===== config.mk =====
export PLATFORM = sky130hd
export DESIGN_NAME = dbi_ctrl
export DESIGN_NICKNAME = d
export VERILOG_FILES = /design/src/hdl/dbi_group_coder.v /design/src/hdl/dbi_ctrl.v
export VERILOG_INCLUDE_DIRS = /design/src /design/src/shared
export SDC_FILE = /design/constraint.sdc
export NUM_CORES = 1
export LEC_CHECK = 0
export ABC_AREA = 0
export BUFFER_PORTS_ARGS = -buffer_cell sky130_fd_sc_hd__buf_2
export CAP_MARGIN = 0
export CORE_ASPECT_RATIO = 0.8
export CORE_MARGIN = 2
export CORE_UTILIZATION = 55
export DETAILED_ROUTE_END_ITERATION = 12
export HOLD_SLACK_MARGIN = 0.02
export PLACE_DENSITY = 0.8
export SYNTH_ARGS = -nofsm -noshare
export SYNTH_HDL_FRONTEND = slang
export SYNTH_SLANG_ARGS = --single-unit

===== constraint.sdc =====
create_clock -name clk -period 7.13 [get_ports clk]
set_clock_uncertainty 0.15 [all_clocks]
set_input_delay 1.7825 -clock clk [delete_from_list [all_inputs] [get_ports clk]]
set_output_delay 1.7825 -clock clk [all_outputs]
set_load 0.05 [all_outputs]

===== src/shared/dbi_map.vh =====
// Purpose : Constants for the data bus inversion controller.
// Assumes : Included by every design file of the block by bare name.
// Notes   : Widths are fixed; no registers are reachable by software.
`ifndef DBI_MAP_VH
`define DBI_MAP_VH
`define DBI_DATA_W     64
`define DBI_GROUP_W    16
`define DBI_GROUPS     4
`define DBI_BEATS      4
`define DBI_HALF_GROUP 5'h08
`define DBI_SYNC_W     2
`define DBI_GUARD_W    3
`endif


===== src/hdl/dbi_group_coder.v =====
// Purpose : Inversion decision and data restore for one sixteen-bit group.
// Assumes : Bus lines are active low; inputs come from the same clock domain.
// Notes   : Purely combinational; the caller registers the results.
`timescale 1ns/1ps
`default_nettype none
`include "dbi_map.vh"
module dbi_group_coder (
  input  wire [15:0] new_data,      // Data to send, true polarity
  input  wire [15:0] prev_lines,    // Levels of the group lines in the last beat
  input  wire [15:0] rx_lines,      // Captured group lines
  input  wire        rx_flag_n,     // Captured inversion flag, active low
  output wire [15:0] tx_lines,      // Levels to drive on the group lines
  output wire        tx_flag_n,     // Inversion flag to drive, active low
  output wire [15:0] rx_data        // Restored data, true polarity
);
  function [4:0] ones16;
    input [15:0] v;
    integer i;
    begin
      ones16 = 5'h00;
      for (i = 0; i < 16; i = i + 1) begin
        ones16 = ones16 + {4'h0, v[i]};
      end
    end
  endfunction
  // Plain encoding is the complement of the data, as the lines are active low.
  wire [15:0] plain_lines = ~new_data;
  wire        invert      = ones16(plain_lines ^ prev_lines) > `DBI_HALF_GROUP;
  assign tx_lines  = invert ? new_data : plain_lines;
  assign tx_flag_n = ~invert;
  // With the flag active the lines are read active high, otherwise active low.
  assign rx_data   = rx_flag_n ? ~rx_lines : rx_lines;
endmodule // dbi_group_coder
`default_nettype wire


===== src/hdl/dbi_ctrl.v =====
// Purpose : Data bus inversion, busy, data valid and order_not_guaranteed_n handling for the data path.
// Assumes : Strobes and bus inputs arrive asynchronously and are synchronised
//           here; strobe edges are slow compared with clk.
// Notes   : Four beats make one burst; each beat is a strobe falling edge.
//           Our own strobes are kept away from the receiver until their echo
//           has left the synchronisers.
//
// Behaviour
// - Data splits into sixteen-bit groups, each with one active-low inversion flag.
// - Active flag means group is inverted and read active high.
// - Driver inverts a group when over half its bits would toggle.
// - Flags travel with data and are captured by the same strobes.
// - Driver asserts active-low busy while using the bus, frees it after.
// - Data is quad pumped, captured on falling edges of both strobes.
// - Driver asserts active-low data valid on each transfer.
`timescale 1ns/1ps
`default_nettype none
`include "dbi_map.vh"
module dbi_ctrl (
  input  wire        clk,                       // 20 MHz clock
  input  wire        reset,                     // Synchronous, active high
  input  wire        tx_start,                  // Pulse: begin a four-beat burst
  input  wire [255:0] tx_data,                  // Four beats, beat 0 in low bits
  output wire        tx_busy,                   // High while a burst is sent
  input  wire        beat_en,                   // Pulse: time for next outgoing beat
  output reg  [63:0] bus_data_o,                // Data lines out, active low
  output reg         bus_data_oe,               // Data lines driven
  input  wire [63:0] bus_data_i,                // Data lines in
  output reg  [3:0]  group_invert_flag_n_o,     // Inversion flags out
  output reg         group_invert_flag_n_oe,    // Flags driven
  input  wire [3:0]  group_invert_flag_n_i,     // Inversion flags in
  output reg  [3:0]  data_strobe_pos_n_o,       // Positive strobes out
  output reg  [3:0]  data_strobe_neg_n_o,       // Negative strobes out
  output reg         data_strobe_oe,            // Strobes driven
  input  wire [3:0]  data_strobe_pos_n_i,       // Positive strobes in
  input  wire [3:0]  data_strobe_neg_n_i,       // Negative strobes in
  output reg         data_bus_in_use_n_o,       // Busy out, active low
  output reg         data_bus_in_use_n_oe,      // Busy driven
  input  wire        data_bus_in_use_n_i,       // Busy in
  output reg         data_valid_n_o,            // Data valid out, active low
  output reg         data_valid_n_oe,           // Data valid driven
  input  wire        data_valid_n_i,            // Data valid in
  input  wire        order_not_guaranteed_n,    // Order_not_guaranteed_n in, active low
  output reg         order_not_guaranteed_n_seen,                // Level: order_not_guaranteed_n sampled active
  output reg  [63:0] rx_data,                   // Restored received beat
  output reg  [1:0]  rx_beat,                   // Index of received beat
  output reg         rx_valid,                  // Pulse: rx_data is new
  output wire        bus_free                   // Level: no agent holds the bus
);
  // ------------------------------------------------------------
  // Synchronisers
  // ------------------------------------------------------------
  // Every bus input passes two flops before logic reads it. Data and flags
  // need no handshake: they settle long before the strobe edge that
  // qualifies them, and that edge waits in the same two flops.
  reg [63:0] d_s1_r;
  reg [63:0] d_s2_r;
  reg [3:0]  f_s1_r;
  reg [3:0]  f_s2_r;
  reg [3:0]  p_s1_r;
  reg [3:0]  p_s2_r;
  reg [3:0]  p_d_r;
  reg [3:0]  n_s1_r;
  reg [3:0]  n_s2_r;
  reg [3:0]  n_d_r;
  reg [2:0]  c_s1_r;
  reg [2:0]  c_s2_r;
  always @(posedge clk) begin
    if (reset) begin
      d_s1_r <= 64'h0;
      d_s2_r <= 64'h0;
      f_s1_r <= 4'hF;
      f_s2_r <= 4'hF;
      p_s1_r <= 4'hF;
      p_s2_r <= 4'hF;
      p_d_r  <= 4'hF;
      n_s1_r <= 4'hF;
      n_s2_r <= 4'hF;
      n_d_r  <= 4'hF;
      c_s1_r <= 3'h7;
      c_s2_r <= 3'h7;
    end else begin
      d_s1_r <= bus_data_i;
      d_s2_r <= d_s1_r;
      f_s1_r <= group_invert_flag_n_i;
      f_s2_r <= f_s1_r;
      p_s1_r <= data_strobe_pos_n_i;
      p_s2_r <= p_s1_r;
      p_d_r  <= p_s2_r;
      n_s1_r <= data_strobe_neg_n_i;
      n_s2_r <= n_s1_r;
      n_d_r  <= n_s2_r;
      c_s1_r <= {data_bus_in_use_n_i, data_valid_n_i, order_not_guaranteed_n};
      c_s2_r <= c_s1_r;
    end
  end
  // ------------------------------------------------------------
  // Transmit
  // ------------------------------------------------------------
  localparam ST_IDLE = 2'b01;
  localparam ST_SEND = 2'b10;
  reg  [1:0]   state_r;
  reg  [1:0]   beat_r;
  reg  [255:0] buf_r;
  wire [63:0]  tx_lines, rx_restored;
  wire [3:0]   tx_flags_n;
  wire [63:0]  cur_beat = buf_r[63:0];
  genvar g;
  generate
    for (g = 0; g < `DBI_GROUPS; g = g + 1) begin : grp
      dbi_group_coder u_coder (
        .new_data   (cur_beat[g*16 +: 16]),
        .prev_lines (bus_data_o[g*16 +: 16]),
        .rx_lines   (d_s2_r[g*16 +: 16]),
        .rx_flag_n  (f_s2_r[g]),
        .tx_lines   (tx_lines[g*16 +: 16]),
        .tx_flag_n  (tx_flags_n[g]),
        .rx_data    (rx_restored[g*16 +: 16])
      );
    end
  endgenerate
  assign tx_busy  = state_r == ST_SEND;
  assign bus_free = c_s2_r[2] & data_bus_in_use_n_o;
  always @(posedge clk) begin
    if (reset) begin
      state_r                <= ST_IDLE;
      beat_r                 <= 2'h0;
      buf_r                  <= 256'h0;
      bus_data_o             <= 64'hFFFFFFFFFFFFFFFF;
      bus_data_oe            <= 1'b0;
      group_invert_flag_n_o  <= 4'hF;
      group_invert_flag_n_oe <= 1'b0;
      data_strobe_pos_n_o    <= 4'hF;
      data_strobe_neg_n_o    <= 4'hF;
      data_strobe_oe         <= 1'b0;
      data_bus_in_use_n_o    <= 1'b1;
      data_bus_in_use_n_oe   <= 1'b0;
      data_valid_n_o         <= 1'b1;
      data_valid_n_oe        <= 1'b0;
    end else begin
      case (state_r)
        ST_IDLE: begin
          data_bus_in_use_n_o    <= 1'b1;
          data_valid_n_o         <= 1'b1;
          bus_data_oe            <= 1'b0;
          group_invert_flag_n_oe <= 1'b0;
          data_strobe_oe         <= 1'b0;
          data_valid_n_oe        <= 1'b0;
          data_bus_in_use_n_oe   <= 1'b0;
          data_strobe_pos_n_o    <= 4'hF;
          data_strobe_neg_n_o    <= 4'hF;
          // Released lines float to their pull-up level, so the first beat
          // of the next burst is judged against all lines high.
          bus_data_o             <= 64'hFFFFFFFFFFFFFFFF;
          group_invert_flag_n_o  <= 4'hF;
          // Wait until the other agent has released the bus.
          if (tx_start && c_s2_r[2]) begin
            buf_r <= tx_data;
            beat_r <= 2'h0;
            state_r <= ST_SEND;
            data_bus_in_use_n_o  <= 1'b0;
            data_bus_in_use_n_oe <= 1'b1;
            data_valid_n_oe <= 1'b1;
          end
        end
        ST_SEND: begin
          if (beat_en) begin
            bus_data_o <= tx_lines;
            group_invert_flag_n_o <= tx_flags_n;
            bus_data_oe <= 1'b1;
            group_invert_flag_n_oe <= 1'b1;
            data_strobe_oe <= 1'b1;
            data_valid_n_o <= 1'b0;
            // Even beats ride the positive strobe, odd the negative.
            data_strobe_pos_n_o <= beat_r[0] ? 4'hF : 4'h0;
            data_strobe_neg_n_o <= beat_r[0] ? 4'h0 : 4'hF;
            buf_r <= {64'h0, buf_r[255:64]};
            beat_r <= beat_r + 2'h1;
            if (beat_r == 2'h3) state_r <= ST_IDLE;
          end else begin
            data_strobe_pos_n_o <= 4'hF;
            data_strobe_neg_n_o <= 4'hF;
          end
        end
        default: state_r <= ST_IDLE;
      endcase
    end
  end
  // ------------------------------------------------------------
  // Receive
  // ------------------------------------------------------------
  // A falling edge on either strobe of group 0 marks a beat; the other
  // groups are assumed to be skew-matched within one clk period.
  // Our own last strobes come back through the synchronisers after busy is
  // already released; a short history of the strobe enable hides that echo.
  reg  [`DBI_GUARD_W-1:0] own_hist_r;
  reg  [1:0]              rx_cnt_r;
  wire                    own_echo = data_strobe_oe | (|own_hist_r);
  wire cap = ((p_d_r[0] & ~p_s2_r[0]) | (n_d_r[0] & ~n_s2_r[0]))
             & ~c_s2_r[1] & data_bus_in_use_n_o & ~own_echo;
  always @(posedge clk) begin
    if (reset) begin
      own_hist_r <= {`DBI_GUARD_W{1'b0}};
      rx_cnt_r   <= 2'h0;
      rx_data    <= 64'h0;
      rx_beat    <= 2'h0;
      rx_valid   <= 1'b0;
      order_not_guaranteed_n_seen <= 1'b0;
    end else begin
      own_hist_r <= {own_hist_r[`DBI_GUARD_W-2:0], data_strobe_oe};
      rx_valid   <= cap;
      order_not_guaranteed_n_seen <= ~c_s2_r[0];
      if (cap) begin
        rx_data  <= rx_restored;
        // The index reported is that of the beat now in rx_data.
        rx_beat  <= rx_cnt_r;
        rx_cnt_r <= rx_cnt_r + 2'h1;
      end
      // Each new owner of the bus starts again at beat zero.
      if (c_s2_r[2]) rx_cnt_r <= 2'h0;
    end
  end
endmodule // dbi_ctrl
`default_nettype wire


==> results of run 1 <==
[final timing paths]
| check | endpoint | cells after the start |
|---|---|---|
| hold reg to reg | order_not_guaranteed_n_seen$_SDFF_PP0_ | 1 |
| hold / removal | order_not_guaranteed_n_seen$_SDFF_PP0_ | 1 |
| setup reg to reg | bus_data_o[0]$_SDFFE_PP1P_ | 14 |
| setup / recovery | bus_data_o[0]$_SDFFE_PP1P_ | 14 |
[Yosys cell counts, drive strengths merged (8+ instances only)]
library cell | count | area, um2
dfxtp | 555 | 11100
nor2 | 315 | 1180
a211oi | 272 | 2040
mux2i | 194 | 1940
nor2b | 140 | 876
a21oi | 138 | 691
clkbuf | 136 | 510
xnor2 | 119 | 1040
nand2 | 77 | 289
nand3b | 67 | 503
buf | 61 | 320
fa | 40 | 801
inv | 38 | 143
o211ai | 34 | 255
o21bai | 33 | 248
ha | 23 | 288
or2 | 20 | 125
o32ai | 16 | 140
xor2 | 12 | 105
nand2b | 9 | 56.3
o21ai | 9 | 45.0
nand3 | 8 | 40.0
[per-stage QoR]
step	setup slack, ns	instances	area [um2]	utilization
2_1_floorplan	1.62	2353	23100	-
3_3_place_gp	1.65	3207	25600	0.614
3_5_place_dp	1.47	3207	25600	0.614
4_1_cts	1.47	3303	27400	0.658
5_1_grt	1.19	3313	27400	0.658
6_report	1.41	3314	27400	0.659
[power breakdown]
part           leakage [nW]  switching [mW]  total, mW  internal (mW)
registers              4.58           0.543       4.36           3.82
logic                  5.11            5.23       8.46           3.23
clock network         0.897            1.24       2.96           1.73
[metal layers]
metal	up-vias	share of wire	global-route usage
li1	8926	-	-
met1	8604	0.45	0.389
met2	592	0.45	0.418
met3	130	0.069	0.0476
met4	2	0.033	0.106
met5	-	0.00015	0
[state kept, by name (all words and copies together), names as in the netlist, 2 cells and up]
| register | count |
|---|---|
| buf_r | 256 |
| bus_data_o | 64 |
| d_s1_r | 64 |
| d_s2_r | 64 |
| rx_data | 64 |
| f_s1_r | 4 |
| f_s2_r | 4 |
| group_invert_flag_n_o | 4 |
| c_s1_r | 3 |
| c_s2_r | 3 |
| own_hist_r | 3 |
| beat_r | 2 |
| rx_beat | 2 |
| rx_cnt_r | 2 |
| state_r | 2 |
[worst max-delay path: stages (launching register included)]
cell	delay [ns]
dfxtp_1	0.39
xnor2_1	0.15
ha_1	0.26
fa_1	0.52
fa_1	0.44
fa_1	0.49
inv_1	0.06
fa_1	0.50
fa_1	0.49
fa_1	0.51
nand2_1	0.11
nor2_1	0.06
o211ai_1	1.06
o211ai_1	0.26
a21oi_1	0.20
[cell type report]
class | instances | area share
Multi-Input combinational cell | 1563 | 0.402
Clock buffer | 71 | 0.0541
Timing Repair Buffer | 499 | 0.0940
Antenna cell | 11 | 0.00100
Sequential cell | 555 | 0.405
Clock inverter | 25 | 0.0130
Inverter | 38 | 0.00520
Tap cell | 552 | 0.0252
[kinds of logic (layout without fill, tap and decap cells)]
group	count (synthesis)	after routing
AOI/OAI and AO/OA	523	523
xor gates and xnor gates	131	131
adders and majority gates	64	64
buffers and inverters	235	633
DFF	555	555
muxes	194	194
other	0	11
and+or+nand+nor	651	651
==> results.json, run 1 <==
{
  "status": "finished clean",
  "rsz0062_at_grt": "false",
  "whs_ns": 0.235,
  "ys_ff_latch": 555,
  "finalSetupViolCount": 0,
  "fp-row-count": 67,
  "ant_nets": 0,
  "firstDrtPassIters": 5,
  "power_density_nw_per_um2": 575,
  "max_cap_violations": 0,
  "io_buffers": 485,
  "avgSynthCellArea_um2": 9.82,
  "via_per_inst": 5.51,
  "synth_top_family_by_area": "compound AO/OA/AOI/OAI gates",
  "finalPower_mw": 15.8,
  "synth_enable_flop_cells": 0,
  "grt_antenna_before_repair": 11,
  "relSlewSlack": 0.0743,
  "grt_overflow": 0,
  "layout_commonest_cell": "dfxtp_1",
  "max-vdd-ir-drop_mv": 0.720,
  "die_width_um": 233,
  "hold_class": "reg2reg",
  "core_um2": 41700,
  "clock-sinks": 555,
  "min_period_ns": 5.72,
  "start_util": 0.554,
  "grtUsageTotal": 0.275,
  "nFillCells": 3260,
  "cp.arrival_ns": 6.08,
  "startpoint_type": "flip-flop",
  "grt_max_degree": 241,
  "syn_to_final_growth_pct": 18.8,
  "layout_common_cells": "555 x dfxtp_1, 484 x buf_2, 315 x nor2_1",
  "insertion_delay_ns": 0.60,
  "h-tree-depth": 2,
  "clockBufferDepth": 3,
  "ctsHoldBuffers": 0,
  "final-hold-violation-count": 0,
  "place_hpwl_um": 43600,
  "hold_start": "c_s2_r[0]$_SDFF_PP1_",
  "max_freq_mhz": 175,
  "drv_slew": 0,
  "grt_pass1_vias": 17200,
  "synthMuxAreaShare": 0.0841,
  "synth.distinct_cells": 49,
  "finalNetCount": 3112,
  "grt_first_pass_wirelength_um": 94400,
  "root_buffer": "clkbuf_16",
  "dieArea_um2": 43700,
  "drc_errors": 0,
  "synthSimpleGateAreaFrac": 0.138,
  "synth_nets": 2755,
  "boundaryPins": 492,
  "worstPathRequired_ns": 7.50,
  "drt_wl_total_um": 61900,
  "drtIter0Drc": 1245,
  "synth_ff_type": "dfxtp_1",
  "synth_compound_area_frac": 0.158,
  "regArea_um2": 11100,
  "reg2reg_from": "buf_r[1]$_SDFFE_PP0P_",
  "cp_max_fo": 16,
  "drive_above_1_share": 0.223,
  "r2r_setup_slack_ns": 1.41,
  "clk_pin_slew_ns": 0.07,
  "synthAdderAreaFrac": 0.0476,
  "yosysSeqAreaShare": 0.481,
  "synth_xor_area_frac": 0.0497,
  "finalCritPeriodShare": 0.802,
  "crit_start": "buf_r[1]$_SDFFE_PP0P_",
  "cts_resized": 0,
  "num_vias": 18300,
  "synth_warnings": 0,
  "cp-end-kind": "flip-flop",
  "multi_input_area_um2": 11000,
  "cts-buffers-inserted": 53,
  "postSynthCellCount": 2353,
  "post_cts_buffers": 0,
  "worstMarginPinSlew_ns": 1.39,
  "die_h_um": 187,
  "wl_per_cell_um": 18.7,
  "synth-async-reset-ratio": 0,
  "routabilityCongestion": 0.952,
  "leakage_nw": 10.6,
  "netlist_area_um2": 23100,
  "cts_tree": "done",
  "tns_ns": 0,
  "critical_path_class": "reg2reg"
}
(Power assumes the default switching activity.)
==> run 2: changes to the inputs <==
--- a/config.mk
+++ b/config.mk
@@ -11,10 +11,10 @@
 export CAP_MARGIN = 0
 export CORE_ASPECT_RATIO = 0.8
 export CORE_MARGIN = 2
-export CORE_UTILIZATION = 55
+export CORE_UTILIZATION = 49
 export DETAILED_ROUTE_END_ITERATION = 12
 export HOLD_SLACK_MARGIN = 0.02
-export PLACE_DENSITY = 0.8
+export PLACE_DENSITY = 0.76
 export SYNTH_ARGS = -nofsm -noshare
 export SYNTH_HDL_FRONTEND = slang
 export SYNTH_SLANG_ARGS = --single-unit
==> constraint.sdc (replaced) <==
create_clock -name clk -period 5.09 [get_ports clk]
set_clock_uncertainty 0.15 [all_clocks]
set_input_delay 1.2725 -clock clk [delete_from_list [all_inputs] [get_ports clk]]
set_output_delay 1.2725 -clock clk [all_outputs]
set_load 0.05 [all_outputs]
==> run 2 against run 1 <==
  * Critical path depth increased by 2
  * Register-to-register slack got worse by 1.4 ns
  * Final area increased by 4.0%
  * Count of clock-buffer cells in the layout increased by 8
  * First-iteration DRC count increased by 6.9%
  * Sequential cell count unchanged
  * Non-clock buffer count increased by 60
  * Die area increased by 12%
  * Largest cell class is now multi-input gates
  * Highest routed layer unchanged
==> results.json, run 2 (same netlist as run 1, synthesis figures left out) <==
{
  "status": "finished clean",
  "via_per_inst": 5.37,
  "clk_pin_slew_ns": 0.06,
  "grt_max_degree": 170,
  "num_vias": 18600,
  "max_cap_violations": 0,
  "root_buffer": "clkbuf_16",
  "critical_path_class": "reg2reg",
  "clock-sinks": 555,
  "startpoint_type": "flip-flop",
  "grt_antenna_before_repair": 22,
  "min_period_ns": 5.03,
  "crit_path_frequent_cell": "fa_1",
  "io_buffers": 485,
  "h-tree-depth": 2,
  "grt_overflow": 0,
  "grt_pass1_vias": 17300,
  "drive_above_1_share": 0.263,
  "finalNetCount": 3175,
  "firstDrtPassIters": 5,
  "finalSetupViolCount": 0,
  "place_hpwl_um": 45900,
  "core_um2": 46800,
  "drc_errors": 0,
  "ant_nets": 0,
  "dieArea_um2": 48900,
  "rsz0062_at_grt": "true",
  "finalCritPeriodShare": 0.988,
  "layout_common_cells": "527 x dfxtp_1, 484 x buf_2, 314 x nor2_1",
  "wl_per_cell_um": 18.9,
  "drtIter0Drc": 1331,
  "max_stage_delay_ns": 0.56,
  "boundaryPins": 492,
  "critical_path.top_delay_family": "adder cells",
  "largest_reg_flops": 256,
  "ctsHoldBuffers": 0,
  "clockBufferDepth": 3,
  "cp-end-kind": "flip-flop",
  "grt_first_pass_wirelength_um": 98100,
  "regMostFlops": "buf_r",
  "start_util": 0.493,
  "path_cells": "xnor2_2 > ha_1 > fa_1 > fa_1 > fa_1 > fa_1 > inv_1 > fa_2 > fa_1 > nor4bb_4 > o21ai_2 > buf_4 > a21oi_4 > clkbuf_16 > o21bai_1 > a21oi_1",
  "layout_commonest_cell": "dfxtp_1",
  "dp_worst_setup_slack_ns": -0.536,
  "cp_max_fo": 8,
  "insertion_delay_ns": 0.60,
  "hold_class": "reg2reg",
  "crit_slowest_cell": "fa_1",
  "cp.arrival_ns": 5.40,
  "critPathBufInv": 3,
  "die_width_um": 247,
  "fp-row-count": 71,
  "syn_to_final_growth_pct": 23.6,
  "worstMarginPinSlew_ns": 1.20,
  "die_h_um": 198,
  "worstPathRequired_ns": 5.46,
  "drv_slew": 0,
  "max_freq_mhz": 199,
  "cts-buffers-inserted": 55,
  "final-hold-violation-count": 0,
  "cts_tree": "done",
  "fin_ws_ns": 0.0591,
  "routabilityCongestion": 0.957,
  "grtUsageTotal": 0.255,
  "finish.utilization": 0.610,
  "drt_wl_total_um": 65500,
  "relSlewSlack": 0.199
}
==> run 2: cell count changes in the layout (fill, tap and decap cells not counted), sizes merged <==
cell,change
bufinv,-2
clkbuf,+11
clkinvlp,-2
inv,-1
a211o,+1
diode,+10
buf,+57
clkinv,+1
==> run 2: metrics by stage <==
step | instances | cell area, um2 | TNS [ns] | hold WS, ns
after floorplan | 2353 | 23200 | 0 | 0.218
after global placement | 3322 | 26100 | -15.49 | 0.230
after detailed placement | 3322 | 26100 | -20.27 | 0.224
after CTS | 3423 | 28100 | 0 | 0.241
after global routing | 3455 | 28500 | -2.45 | 0.250
final | 3457 | 28500 | 0 | 0.235
==> run 2: layout make-up <==
| cell class | count | area (um2) |
|---|---|---|
| diodes | 21 | 52.6 |
| clock buffers | 79 | 1600 |
| clock inverters | 21 | 287 |
| fillers | 3837 | 18300 |
| inverters | 38 | 143 |
| multi-input cells | 1564 | 11300 |
| flip-flops and latches | 555 | 11200 |
| well taps | 620 | 776 |
| repair buffers | 559 | 3230 |
==> run 2: timing repair <==
action | CTS | global route
pin swaps | 3 | 41
endpoints found under the hold margin | 0 | 0
setup buffers | 0 | 9
gates cloned | 1 | 4
endpoints found under the setup margin | 49 | 67
gates resized for setup | 13 | 53
==> run 2: final timing paths <==
check	from	endpoint	slack (ns)	depth (start not counted)
max	bus_data_o[17]$_SDFFE_PP1P_	bus_data_o[17]$_SDFFE_PP1P_	0.06	16
min	c_s2_r[0]$_SDFF_PP1_	order_not_guaranteed_n_seen$_SDFF_PP0_	0.24	1
max reg2reg	bus_data_o[17]$_SDFFE_PP1P_	bus_data_o[17]$_SDFFE_PP1P_	0.06	16
min reg2reg	c_s2_r[0]$_SDFF_PP1_	order_not_guaranteed_n_seen$_SDFF_PP0_	0.24	1
==> run 2: worst register-to-register path, stage by stage (launching register included) <==
cell and delay, ns:
dfxtp_4 0.35, xnor2_2 0.12, ha_1 0.31, fa_1 0.47, fa_1 0.52, fa_1 0.43, fa_1 0.49, inv_1 0.05
fa_2 0.35, fa_1 0.56, nor4bb_4 0.23, o21ai_2 0.11, buf_4 0.15, a21oi_4 0.23, clkbuf_16 0.21, o21bai_1 0.08
a21oi_1 0.14
==> run 2: layer usage <==
metal | global-route usage | wire (um)
met5 | 0 | 29
met4 | 0.0984 | 2280
met3 | 0.0529 | 4480
met2 | 0.380 | 29000
met1 | 0.362 | 29700
Power of run 2 is not shown: default switching activity piles up to over one toggle a cycle in this logic, so the estimate is an artifact.
